## src/core/osc_pull_pkg.sv

```systemverilog
// Purpose: Shared constants and types for the oscillator pull register bank
// Assumes: 16-bit registers at word addresses 0..2
// Notes: Pull range scale table holds half-range in units of 0.25 ppm
package osc_pull_pkg;
  localparam int ADDR_W = 2;
  localparam int DATA_W = 16;
  localparam int WORD_W = 26;
  localparam int LOW_W = 16;
  localparam int HIGH_W = 10;
  localparam int SEL_W = 4;
  localparam int SCALE_W = 14;
  localparam logic [ADDR_W-1:0] ADDR_LOWER = 2'h0;
  localparam logic [ADDR_W-1:0] ADDR_UPPER = 2'h1;
  localparam logic [ADDR_W-1:0] ADDR_RANGE = 2'h2;
  localparam int OE_BIT = 10;
  localparam logic [LOW_W-1:0] LOWER_RESET = 16'h0000;
  localparam logic [HIGH_W-1:0] UPPER_RESET = 10'h000;
  localparam logic OE_RESET = 1'b0;
  localparam logic [SEL_W-1:0] RANGE_DEFAULT = 4'h9;
  localparam logic [WORD_W-1:0] WORD_RESET = 26'h0000000;
  // Full-scale positive magnitude, 2^25-1
  localparam logic [WORD_W-1:0] FULL_SCALE = 26'h1ffffff;
  typedef enum logic [1:0] {ST_IDLE, ST_COMMIT} commit_state_t;
endpackage

```

## src/core/reg_access_if.sv

```systemverilog
// Purpose: Carries one register access between the bank and its decoder
// Assumes: Single-cycle write strobe
// Notes: None
`timescale 1ns/1ps
`default_nettype none
interface reg_access_if;
  logic wr;
  logic [1:0] addr;
  logic [15:0] wdata;
  logic hit_lower;
  logic hit_upper;
  logic hit_range;
  modport decoder (input wr, addr, output hit_lower, hit_upper, hit_range);
  modport bank (input hit_lower, hit_upper, hit_range, output wr, addr, wdata);
endinterface
`default_nettype wire

```

## src/core/addr_decoder.sv

```systemverilog
// Purpose: Decodes a register write to per-register strobes
// Assumes: Address map from the package
// Notes: Combinational only
`timescale 1ns/1ps
`default_nettype none
module addr_decoder
  import osc_pull_pkg::*;
(
  reg_access_if.decoder acc
);
  function automatic logic hit(input logic [ADDR_W-1:0] a, input logic [ADDR_W-1:0] target);
    hit = (a == target);
  endfunction
  assign acc.hit_lower = acc.wr && hit(acc.addr, ADDR_LOWER);
  assign acc.hit_upper = acc.wr && hit(acc.addr, ADDR_UPPER);
  assign acc.hit_range = acc.wr && hit(acc.addr, ADDR_RANGE);
endmodule
`default_nettype wire

```

## src/core/range_scale.sv

```systemverilog
// Purpose: Maps the pull range selector to its half-range magnitude
// Assumes: Sixteen ascending symmetric ranges
// Notes: Units are 0.25 ppm so 6.25 ppm is exact
`timescale 1ns/1ps
`default_nettype none
module range_scale
  import osc_pull_pkg::*;
(
  input wire logic [osc_pull_pkg::SEL_W-1:0] sel,
  output logic [osc_pull_pkg::SCALE_W-1:0] quarter_ppm
);
  always_comb begin
    case (sel)
      4'h0: quarter_ppm = 14'd25;
      4'h1: quarter_ppm = 14'd40;
      4'h2: quarter_ppm = 14'd50;
      4'h3: quarter_ppm = 14'd100;
      4'h4: quarter_ppm = 14'd200;
      4'h5: quarter_ppm = 14'd320;
      4'h6: quarter_ppm = 14'd400;
      4'h7: quarter_ppm = 14'd500;
      4'h8: quarter_ppm = 14'd600;
      4'h9: quarter_ppm = 14'd800;
      4'ha: quarter_ppm = 14'd1600;
      4'hb: quarter_ppm = 14'd2400;
      4'hc: quarter_ppm = 14'd3200;
      4'hd: quarter_ppm = 14'd4800;
      4'he: quarter_ppm = 14'd6400;
      default: quarter_ppm = 14'd12800;
    endcase
  end
endmodule
`default_nettype wire

```

## src/core/osc_freq_pull_registers.sv

```systemverilog
// Purpose: Register bank of a digitally tuned oscillator: offset word, output enable, pull range
// Assumes: Register port is synchronous to CLK; one write or read per cycle
// Notes: Offset is committed to the synthesis path only on an upper-half write
// What this block does
// - Lower 16 offset bits live read-write at word address zero.
// - Upper 10 offset bits live read-write in bits 9:0 at address one.
// - Committed 26-bit word is two's complement; sign sets pull direction.
// - Reset clears all 26 offset bits, giving nominal frequency.
// - Only an upper-half write commits the word; lower write alone changes only the stored lower half.
// - Bit 10 of address one is software output enable, default zero.
// - That bit acts only under software control; ignored under pin control.
// - Bits 15:11 of address one read zero and ignore writes.
// - Address two holds 4-bit range selector; bits 15:4 read zero.
// - Selector picks one of sixteen ascending ranges; default set at build, writable.
// - Full-scale positive word maps to the selected range's upper edge.
`timescale 1ns/1ps
`default_nettype none
module osc_freq_pull_registers
  import osc_pull_pkg::*;
(
  input wire logic CLK,
  input wire logic RESET,
  input wire logic CE,
  input wire logic WR_EN,
  input wire logic RD_EN,
  input wire logic [osc_pull_pkg::ADDR_W-1:0] ADDR,
  input wire logic [osc_pull_pkg::DATA_W-1:0] WDATA,
  input wire logic OE_SW_MODE,
  input wire logic OE_PIN,
  output logic [osc_pull_pkg::DATA_W-1:0] RDATA,
  output logic RDATA_VALID,
  output logic [osc_pull_pkg::WORD_W-1:0] PULL_OFFSET_WORD,
  output logic PULL_UPDATE,
  output logic [osc_pull_pkg::SEL_W-1:0] PULL_RANGE,
  output logic [osc_pull_pkg::SCALE_W-1:0] RANGE_QUARTER_PPM,
  output logic PULL_NEGATIVE,
  output logic OUTPUT_ENABLE
);
  import osc_pull_pkg::*;

  reg_access_if acc ();
  assign acc.wr = WR_EN && CE;
  assign acc.addr = ADDR;
  assign acc.wdata = WDATA;

  addr_decoder u_dec (
    .acc(acc)
  );

  logic [LOW_W-1:0] lower_offset_half;
  logic [HIGH_W-1:0] upper_offset_half;
  logic sw_oe;
  logic [SEL_W-1:0] range_sel;
  logic [WORD_W-1:0] pull_offset_word;
  logic update;
  logic [DATA_W-1:0] rdata;
  logic rvalid;
  logic oe_out;
  logic [SCALE_W-1:0] scale;
  logic [SCALE_W-1:0] next_scale_q;
  commit_state_t state;

  logic [LOW_W-1:0] next_lower;
  logic [HIGH_W-1:0] next_upper;
  logic next_sw_oe;
  logic [SEL_W-1:0] next_range;
  logic [WORD_W-1:0] next_word;
  logic next_update;
  logic [DATA_W-1:0] next_rdata;
  logic next_rvalid;
  logic next_oe_out;
  commit_state_t next_state;

  function automatic logic [DATA_W-1:0] read_mux(
    input logic [ADDR_W-1:0] a,
    input logic [LOW_W-1:0] lo,
    input logic [HIGH_W-1:0] hi,
    input logic oe,
    input logic [SEL_W-1:0] rs
  );
    case (a)
      ADDR_LOWER: read_mux = lo;
      ADDR_UPPER: read_mux = {5'h00, oe, hi};
      ADDR_RANGE: read_mux = {12'h000, rs};
      default: read_mux = 16'h0000;
    endcase
  endfunction

  range_scale u_scale (
    .sel(range_sel),
    .quarter_ppm(scale)
  );

  // Register file next values
  always_comb begin
    next_lower = lower_offset_half;
    next_upper = upper_offset_half;
    next_sw_oe = sw_oe;
    next_range = range_sel;
    next_word = pull_offset_word;
    next_update = 1'b0;
    next_state = ST_IDLE;
    if (acc.hit_lower) begin
      next_lower = acc.wdata;
    end
    if (acc.hit_upper) begin
      next_upper = acc.wdata[HIGH_W-1:0];
      if (OE_SW_MODE) begin
        next_sw_oe = acc.wdata[OE_BIT];
      end
      next_state = ST_COMMIT;
    end
    if (acc.hit_range) begin
      next_range = acc.wdata[SEL_W-1:0];
    end
    case (state)
      ST_IDLE: begin
        next_word = pull_offset_word;
      end
      ST_COMMIT: begin
        // Latch the pair only after the upper half has landed
        next_word = {upper_offset_half, lower_offset_half};
        next_update = 1'b1;
      end
      default: begin
        next_word = pull_offset_word;
      end
    endcase
  end

  // Read port and output enable next values
  always_comb begin
    next_rvalid = RD_EN;
    next_rdata = RD_EN ? read_mux(ADDR, lower_offset_half, upper_offset_half, sw_oe, range_sel) : 16'h0000;
    next_oe_out = OE_SW_MODE ? sw_oe : OE_PIN;
    next_scale_q = scale;
  end

  always_ff @(posedge CLK) begin
    if (RESET) begin
      lower_offset_half <= LOWER_RESET;
      upper_offset_half <= UPPER_RESET;
      sw_oe <= OE_RESET;
      range_sel <= RANGE_DEFAULT;
      pull_offset_word <= WORD_RESET;
      update <= 1'b0;
      state <= ST_IDLE;
      rdata <= 16'h0000;
      rvalid <= 1'b0;
      oe_out <= 1'b0;
      RANGE_QUARTER_PPM <= 14'h0000;
    end else if (CE) begin
      lower_offset_half <= next_lower;
      upper_offset_half <= next_upper;
      sw_oe <= next_sw_oe;
      range_sel <= next_range;
      pull_offset_word <= next_word;
      update <= next_update;
      state <= next_state;
      rdata <= next_rdata;
      rvalid <= next_rvalid;
      oe_out <= next_oe_out;
      RANGE_QUARTER_PPM <= next_scale_q;
    end
  end

  assign PULL_OFFSET_WORD = pull_offset_word;
  assign PULL_UPDATE = update;
  assign PULL_RANGE = range_sel;
  assign PULL_NEGATIVE = pull_offset_word[WORD_W-1];
  assign OUTPUT_ENABLE = oe_out;
  assign RDATA = rdata;
  assign RDATA_VALID = rvalid;

  // Checks
  property p_lower_no_commit;
    @(posedge CLK) disable iff (RESET)
    (CE && WR_EN && ADDR == ADDR_LOWER && !(state == ST_COMMIT)) |=> $stable(pull_offset_word);
  endproperty
  a_lower_no_commit: assert property (p_lower_no_commit) else $error("lower write changed word");

  property p_upper_commit;
    @(posedge CLK) disable iff (RESET)
    (CE && WR_EN && ADDR == ADDR_UPPER) ##1 CE |=>
      (pull_offset_word == {$past(upper_offset_half), $past(lower_offset_half)}) && update;
  endproperty
  a_upper_commit: assert property (p_upper_commit) else $error("upper write did not commit");

  property p_lower_store;
    @(posedge CLK) disable iff (RESET)
    (CE && WR_EN && ADDR == ADDR_LOWER) |=> lower_offset_half == $past(WDATA);
  endproperty
  a_lower_store: assert property (p_lower_store) else $error("lower half not stored");

  property p_reset_zero;
    @(posedge CLK) $past(RESET) |-> pull_offset_word == 26'h0000000 && !sw_oe;
  endproperty
  a_reset_zero: assert property (p_reset_zero) else $error("reset value wrong");

  property p_oe_hw_ignore;
    @(posedge CLK) disable iff (RESET)
    (CE && WR_EN && ADDR == ADDR_UPPER && !OE_SW_MODE) |=> sw_oe == $past(sw_oe);
  endproperty
  a_oe_hw_ignore: assert property (p_oe_hw_ignore) else $error("enable bit moved under pin control");

  property p_oe_sw;
    @(posedge CLK) disable iff (RESET)
    (CE && WR_EN && ADDR == ADDR_UPPER && OE_SW_MODE) ##1 (CE && OE_SW_MODE) |=> OUTPUT_ENABLE == $past(WDATA[OE_BIT], 2);
  endproperty
  a_oe_sw: assert property (p_oe_sw) else $error("software enable not applied");

  property p_upper_read_zero;
    @(posedge CLK) disable iff (RESET)
    (CE && RD_EN && ADDR == ADDR_UPPER) |=> RDATA[15:11] == 5'h00 && RDATA_VALID;
  endproperty
  a_upper_read_zero: assert property (p_upper_read_zero) else $error("unused upper bits not zero");

  property p_range_write;
    @(posedge CLK) disable iff (RESET)
    (CE && WR_EN && ADDR == ADDR_RANGE) |=> PULL_RANGE == $past(WDATA[3:0]);
  endproperty
  a_range_write: assert property (p_range_write) else $error("range not applied at once");

  property p_range_read;
    @(posedge CLK) disable iff (RESET)
    (CE && RD_EN && ADDR == ADDR_RANGE) |=> RDATA[15:4] == 12'h000 && RDATA[3:0] == $past(range_sel);
  endproperty
  a_range_read: assert property (p_range_read) else $error("range read wrong");

  property p_sign;
    @(posedge CLK) disable iff (RESET) PULL_NEGATIVE == (pull_offset_word > FULL_SCALE);
  endproperty
  a_sign: assert property (p_sign) else $error("sign wrong");

  property p_lower_keep;
    @(posedge CLK) disable iff (RESET)
    !(CE && WR_EN && ADDR == ADDR_LOWER) |=> $stable(lower_offset_half);
  endproperty
  a_lower_keep: assert property (p_lower_keep) else $error("lower half moved without a write");

  property p_upper_store;
    @(posedge CLK) disable iff (RESET)
    (CE && WR_EN && ADDR == ADDR_UPPER) |=> upper_offset_half == $past(WDATA[HIGH_W-1:0]);
  endproperty
  a_upper_store: assert property (p_upper_store) else $error("upper half not stored");

  property p_lower_read;
    @(posedge CLK) disable iff (RESET)
    (CE && RD_EN && ADDR == ADDR_LOWER) |=> RDATA == $past(lower_offset_half) && RDATA_VALID;
  endproperty
  a_lower_read: assert property (p_lower_read) else $error("lower half read wrong");

  property p_upper_read;
    @(posedge CLK) disable iff (RESET)
    (CE && RD_EN && ADDR == ADDR_UPPER) |=> RDATA[10:0] == {$past(sw_oe), $past(upper_offset_half)};
  endproperty
  a_upper_read: assert property (p_upper_read) else $error("upper half read wrong");

  property p_word_on_update;
    @(posedge CLK) disable iff (RESET)
    !$stable(pull_offset_word) |-> PULL_UPDATE;
  endproperty
  a_word_on_update: assert property (p_word_on_update) else $error("word moved without commit");

  property p_oe_pin;
    @(posedge CLK) disable iff (RESET)
    (CE && !OE_SW_MODE) |=> OUTPUT_ENABLE == $past(OE_PIN);
  endproperty
  a_oe_pin: assert property (p_oe_pin) else $error("enable does not follow pin");

  property p_range_keep;
    @(posedge CLK) disable iff (RESET)
    !(CE && WR_EN && ADDR == ADDR_RANGE) |=> $stable(range_sel);
  endproperty
  a_range_keep: assert property (p_range_keep) else $error("range moved without a write");

  property p_scale_narrow;
    @(posedge CLK) disable iff (RESET)
    (CE && range_sel == 4'h0) |=> RANGE_QUARTER_PPM == 14'h0019;
  endproperty
  a_scale_narrow: assert property (p_scale_narrow) else $error("narrowest range scale wrong");

  property p_scale_wide;
    @(posedge CLK) disable iff (RESET)
    (CE && range_sel == 4'hf) |=> RANGE_QUARTER_PPM == 14'h3200;
  endproperty
  a_scale_wide: assert property (p_scale_wide) else $error("widest range scale wrong");

  property p_ce_freeze;
    @(posedge CLK) disable iff (RESET)
    !CE |=> $stable(pull_offset_word) && $stable(upper_offset_half) && $stable(OUTPUT_ENABLE);
  endproperty
  a_ce_freeze: assert property (p_ce_freeze) else $error("state moved with enable low");

  c_commit: cover property (@(posedge CLK) disable iff (RESET) PULL_UPDATE);
  c_negative: cover property (@(posedge CLK) disable iff (RESET) PULL_UPDATE && PULL_NEGATIVE);
  c_range: cover property (@(posedge CLK) disable iff (RESET) CE && WR_EN && ADDR == ADDR_RANGE);
  c_pin_ignored: cover property (@(posedge CLK) disable iff (RESET) CE && WR_EN && ADDR == ADDR_UPPER && !OE_SW_MODE);
  c_read: cover property (@(posedge CLK) disable iff (RESET) RDATA_VALID);
endmodule
`default_nettype wire

```

## config.mk

```make
export PLATFORM = sky130hd
export DESIGN_NAME = osc_freq_pull_registers
export DESIGN_NICKNAME = d
export VERILOG_FILES = /design/src/core/osc_pull_pkg.sv /design/src/core/reg_access_if.sv /design/src/core/addr_decoder.sv /design/src/core/range_scale.sv /design/src/core/osc_freq_pull_registers.sv
export SDC_FILE = /design/constraint.sdc
export NUM_CORES = 1
export LEC_CHECK = 0
export BUFFER_PORTS_ARGS = -buffer_cell sky130_fd_sc_hd__buf_2
export CORE_ASPECT_RATIO = 0.6
export CORE_UTILIZATION = 53
export DETAILED_ROUTE_END_ITERATION = 10
export PLACE_DENSITY = 0.77
export SYNTH_ARGS = -nofsm -noshare
export SYNTH_HDL_FRONTEND = slang
export SYNTH_SLANG_ARGS = --single-unit
export TNS_END_PERCENT = 20
```

## constraint.sdc

```tcl
create_clock -name CLK -period 1.4 [get_ports CLK]
set_input_delay 0.14 -clock CLK [delete_from_list [all_inputs] [get_ports CLK]]
set_output_delay 0.14 -clock CLK [all_outputs]
set_load 0.01 [all_outputs]
```

# Word level (Yosys, flattened, before mapping)
# Memory sizes are Yosys's and may differ from the RTL's. A register that Yosys moved wholly into a read port is not among the register bits.
# Cells that the tools add are included.
[totals]
regBits = 78
romBits = 224
inputBits = 25
out_inout_bits = 64
word_cells = 29
memories = 1
[memory_table]
columns = ["name", "depth", "word_bits", "read_ports", "rd_clocked_by_memory_dff", "wr", "line", "rtl"]
rows = [
  ["(no name shown)", 16, 14, 1, 1, 0, "range_scale.sv:13", "case (sel)"],
]
[op_classes]
n_eq_ne = 3
mux = 5
n_reduce_logical = 10
[op_table]
columns = ["cell", "n"]
rows = [
  ["$pmux 16 s3", 1],
  ["$mux 16", 1],
  ["$reduce_and 2->1", 4],
  ["$eq 2x1->1 const B", 2],
  ["$logic_and 1x1->1", 4],
  ["$mux 1", 3],
  ["$reduce_and 3->1", 1],
  ["$eq 2x2->1 const B", 1],
  ["$logic_not 2->1", 1],
]

# Depth between registers and ports, before layout
[depth]
depth_word = 3
mapped_depth = 6
ltp_nobuf = 3

# By module
# From an unflattened synthesis, not the netlist that was laid out.
[hier_totals]
hier_cells = 429
hier_area_um2 = 3637.2
[modules_own_cells]
columns = ["mod", "n_inst", "cells_per_inst", "area_each_um2", "seq_area_each_um2"]
rows = [
  ["osc_freq_pull_registers", 1, 391, 3408.3, 1821.7],
  ["range_scale", 1, 35, 198.9, 0.0],
  ["addr_decoder", 1, 3, 30.0, 0.0],
]

# Worst setup path after synthesis
# OpenSTA, ideal clock, no wires.
[synth_path]
path_type = "register -> register"
start = "register range_sel[3] (netlist: PULL_RANGE[3])"
end = "register RANGE_QUARTER_PPM[6] in the netlist's numbering"
setup_ns = 0.091
arrival_time_ns = 1.170
required_ns = 1.309
setup_slack_ns = 0.139
path_stages_with_launch = 4
cell_sequence = "dfxtp_1 -> nor2b_1 -> mux2_1 -> a311oi_1"
[synth_lines]
columns = ["element", "line", "rtl"]
rows = [
  ["start: declaration", "osc_freq_pull_registers.sv:53", "logic [SEL_W-1:0] range_sel;"],
  ["start signal: assignment", "osc_freq_pull_registers.sv:156", "range_sel <= next_range;"],
  ["end: declaration", "osc_freq_pull_registers.sv:35", "output logic [osc_pull_pkg::SCALE_W-1:0] RANGE_QUARTER_PPM,"],
]

# Worst setup path in the final report
[layout_path]
start = "register range_sel[1] (netlist: PULL_RANGE[1])"
end = "output PULL_RANGE[1] in the netlist's numbering"
[layout_lines]
columns = ["element", "line", "rtl"]
rows = [
  ["end: declaration", "osc_freq_pull_registers.sv:34", "output logic [osc_pull_pkg::SEL_W-1:0] PULL_RANGE,"],
]
# No word-level cell between the ends.

==> metrics.cfg <==
[flow_run]
drv_cap=0

[place]
dp_hpwl_mm=6.56
place_congestion=0.850
numPortBuffers=88

[global_routing]
grt_start_max_net_pins=64
grt_usage=0.271
grt_pass1_vias=2880
grt_pass1_wl_mm=14.6
antenna_found_initial=0
grt_overflow_total=0

[detailed_routing]
wl_per_cell_microns=15.6
wl_mm=9.26
detail-route-antenna-nets=0
drtIter0Drc=239
dr.pass1.iters=5
via_per_inst=5.54
drc=0
vias=3293

[run_status]
status=completed

[worst_setup_path]
slowest_delay_ns=0.50
endpoint_kind=output pin
crit_fanout=9
cp.depth=2
crit_required_ns=1.26
crit_type=reg2out
reg2regPathDepth=3
critPathArrivalTime_ns=1.19
worstPathCellList=buf_4, buf_2
slowest_stage=dfxtp_1
path_buf_inv=2
path_delay_family=flip-flops
crit_path_start_kind=register

[timing]
fin_skew_ns=0.00355
tightest_slew_ns=0.690
setup_viol=0
slew_headroom=0.539
rsz0062_at_grt=false
period_share=0.950
timing.final.crit_period_ns=1.33
slew_viol_final=0
final-hold-violation-count=0
setup_tns_ns=0
fmax_mhz=752
hold_ws_ns=0.0412

[logic_synthesis]
ys_seq_area_frac=0.502
synth_nets=449
synth_edf_count=0
synthDistinctLibCells=46
syn_area_sq_um=3630
synth_cells=424
avgSynthCellArea_sq_um=8.55
synth_seq_cells=91
async_flop_share=0
yosysWarnings=0
synthFlopType=dfxtp_1

[hold_path]
holdPathStages=3
hp-class=in2reg

[finish]
areaGrowthSynthToFinish_pct=23.0
layout-drive-gt1-share=0.251
final_cell_mix=108 x nand2_1, 90 x dfxtp_1, 88 x buf_2, 69 x a21oi_1, 18 x nor2_1
final_common_cell=nand2_1
final_net_count=530
diodes=0
num-fill-cells=532

[floorplanning]
die_area_sq_um=7190
start_util=0.570
core_area_sq_um=6360
die_w_microns=109
die_y_microns=66.1
rows=22
io-pin-count=89

[cts]
root_buffer=clkbuf_16
ctsHoldBuffers=0
clkTransAtPathRegs_ns=0.06
clock_path_buffers=2
clk_latency_ns=0.34
cts_tree=yes
clkSinkCount=91
h-tree-depth=3
cts_made_buffers=9

[power]
peakVddDrop_mv=0.907
p_per_area_nw_per_um2=1250
p_leak_nw=1.88

## power breakdown
| group | switching (W) | internal [W] |
|---|---|---|
| clock | 0.000980 | 0.00161 |
| combinational | 0.000203 | 0.000132 |
| sequential | 0.0000327 | 0.00263 |
## flip-flops by register name, indices dropped and copies added (netlist names)
register and count:
OUTPUT_ENABLE 1, PULL_OFFSET_WORD 26, PULL_RANGE 4, PULL_UPDATE 1, RANGE_QUARTER_PPM 14, RDATA 16, RDATA_VALID 1, lower_offset_half 16
state 1, sw_oe 1, upper_offset_half 10
## cell usage after synthesis, types with 5 or more instances
library cell    n  area share
and3_1          7       0.012
a221o_1         7       0.019
buf_2          11       0.015
nor2b_1        13       0.022
nand2_1       108        0.11
nor2_1         18       0.019
dfxtp_1        91        0.50
a21oi_1        69       0.095
buf_4          10       0.021
nand2b_1       13       0.022
mux2_1          5       0.016
mux2i_1         7       0.019
clkbuf_1       10       0.010
nand3_1         5      0.0069
## per-layer routing
metal	share of wire	track usage	vias to the layer above	wire length, microns
li1	-	-	1609	-
met2	0.44	0.404	122	4080
met5	0	0	-	0
met3	0.075	0.0916	10	691
met4	0.0078	0.0895	0	72
met1	0.48	0.367	1552	4420
## metrics by stage
| step | instance area [sq um] | total power, W | utilization | cells | setup slack (ns) |
|---|---|---|---|---|---|
| floorplan | 3630 | 0.00292 | - | 424 | 0.139 |
| global placement | 4130 | 0.00304 | 0.650 | 578 | 0.115 |
| detailed placement | 4130 | 0.00305 | 0.650 | 578 | -0.000728 |
| CTS | 4460 | 0.00562 | 0.701 | 594 | 0.0232 |
| global route | 4460 | 0.00577 | 0.702 | 594 | 0.00185 |
| finish | 4460 | 0.00559 | 0.702 | 594 | 0.0694 |
## timing repair
action                     in CTS  in global routing
resized for setup               0                  2
setup endpoints to repair       0                  1
buffers inserted                0                  0
## cells by family after synthesis
group           share of synthesized area
simple gates                        0.248
compound gates                      0.157
flops                               0.502
buf+inv                            0.0559
mux                                0.0348
xor+xnor                          0.00242
## worst min-delay path, cell delays in order
cell,delay [ns]
buf_2,0.09
nand2_1,0.05
a21oi_1,0.05
## worst paths after layout
check                       from                    end  slack (ns)
max                PULL_RANGE[1]          PULL_RANGE[1]        0.07
min                    WDATA[12]  lower_offset_half[12]        0.04
max reg2reg        PULL_RANGE[3]   RANGE_QUARTER_PPM[6]        0.11
min reg2reg  PULL_OFFSET_WORD[3]    PULL_OFFSET_WORD[3]        0.45
## area by class of cell
| type | count | area (sq um) | area share |
|---|---|---|---|
| multi-input combinational | 295 | 1610 | 0.360 |
| tap | 84 | 105 | 0.0236 |
| clock inverter | 6 | 88.8 | 0.0199 |
| sequential | 91 | 1820 | 0.409 |
| timing repair buffer | 104 | 586 | 0.131 |
| inverter | 4 | 15.0 | 0.00337 |
| clock buffer | 10 | 239 | 0.0536 |
No activity file was read; power rests on OpenSTA's default activity.
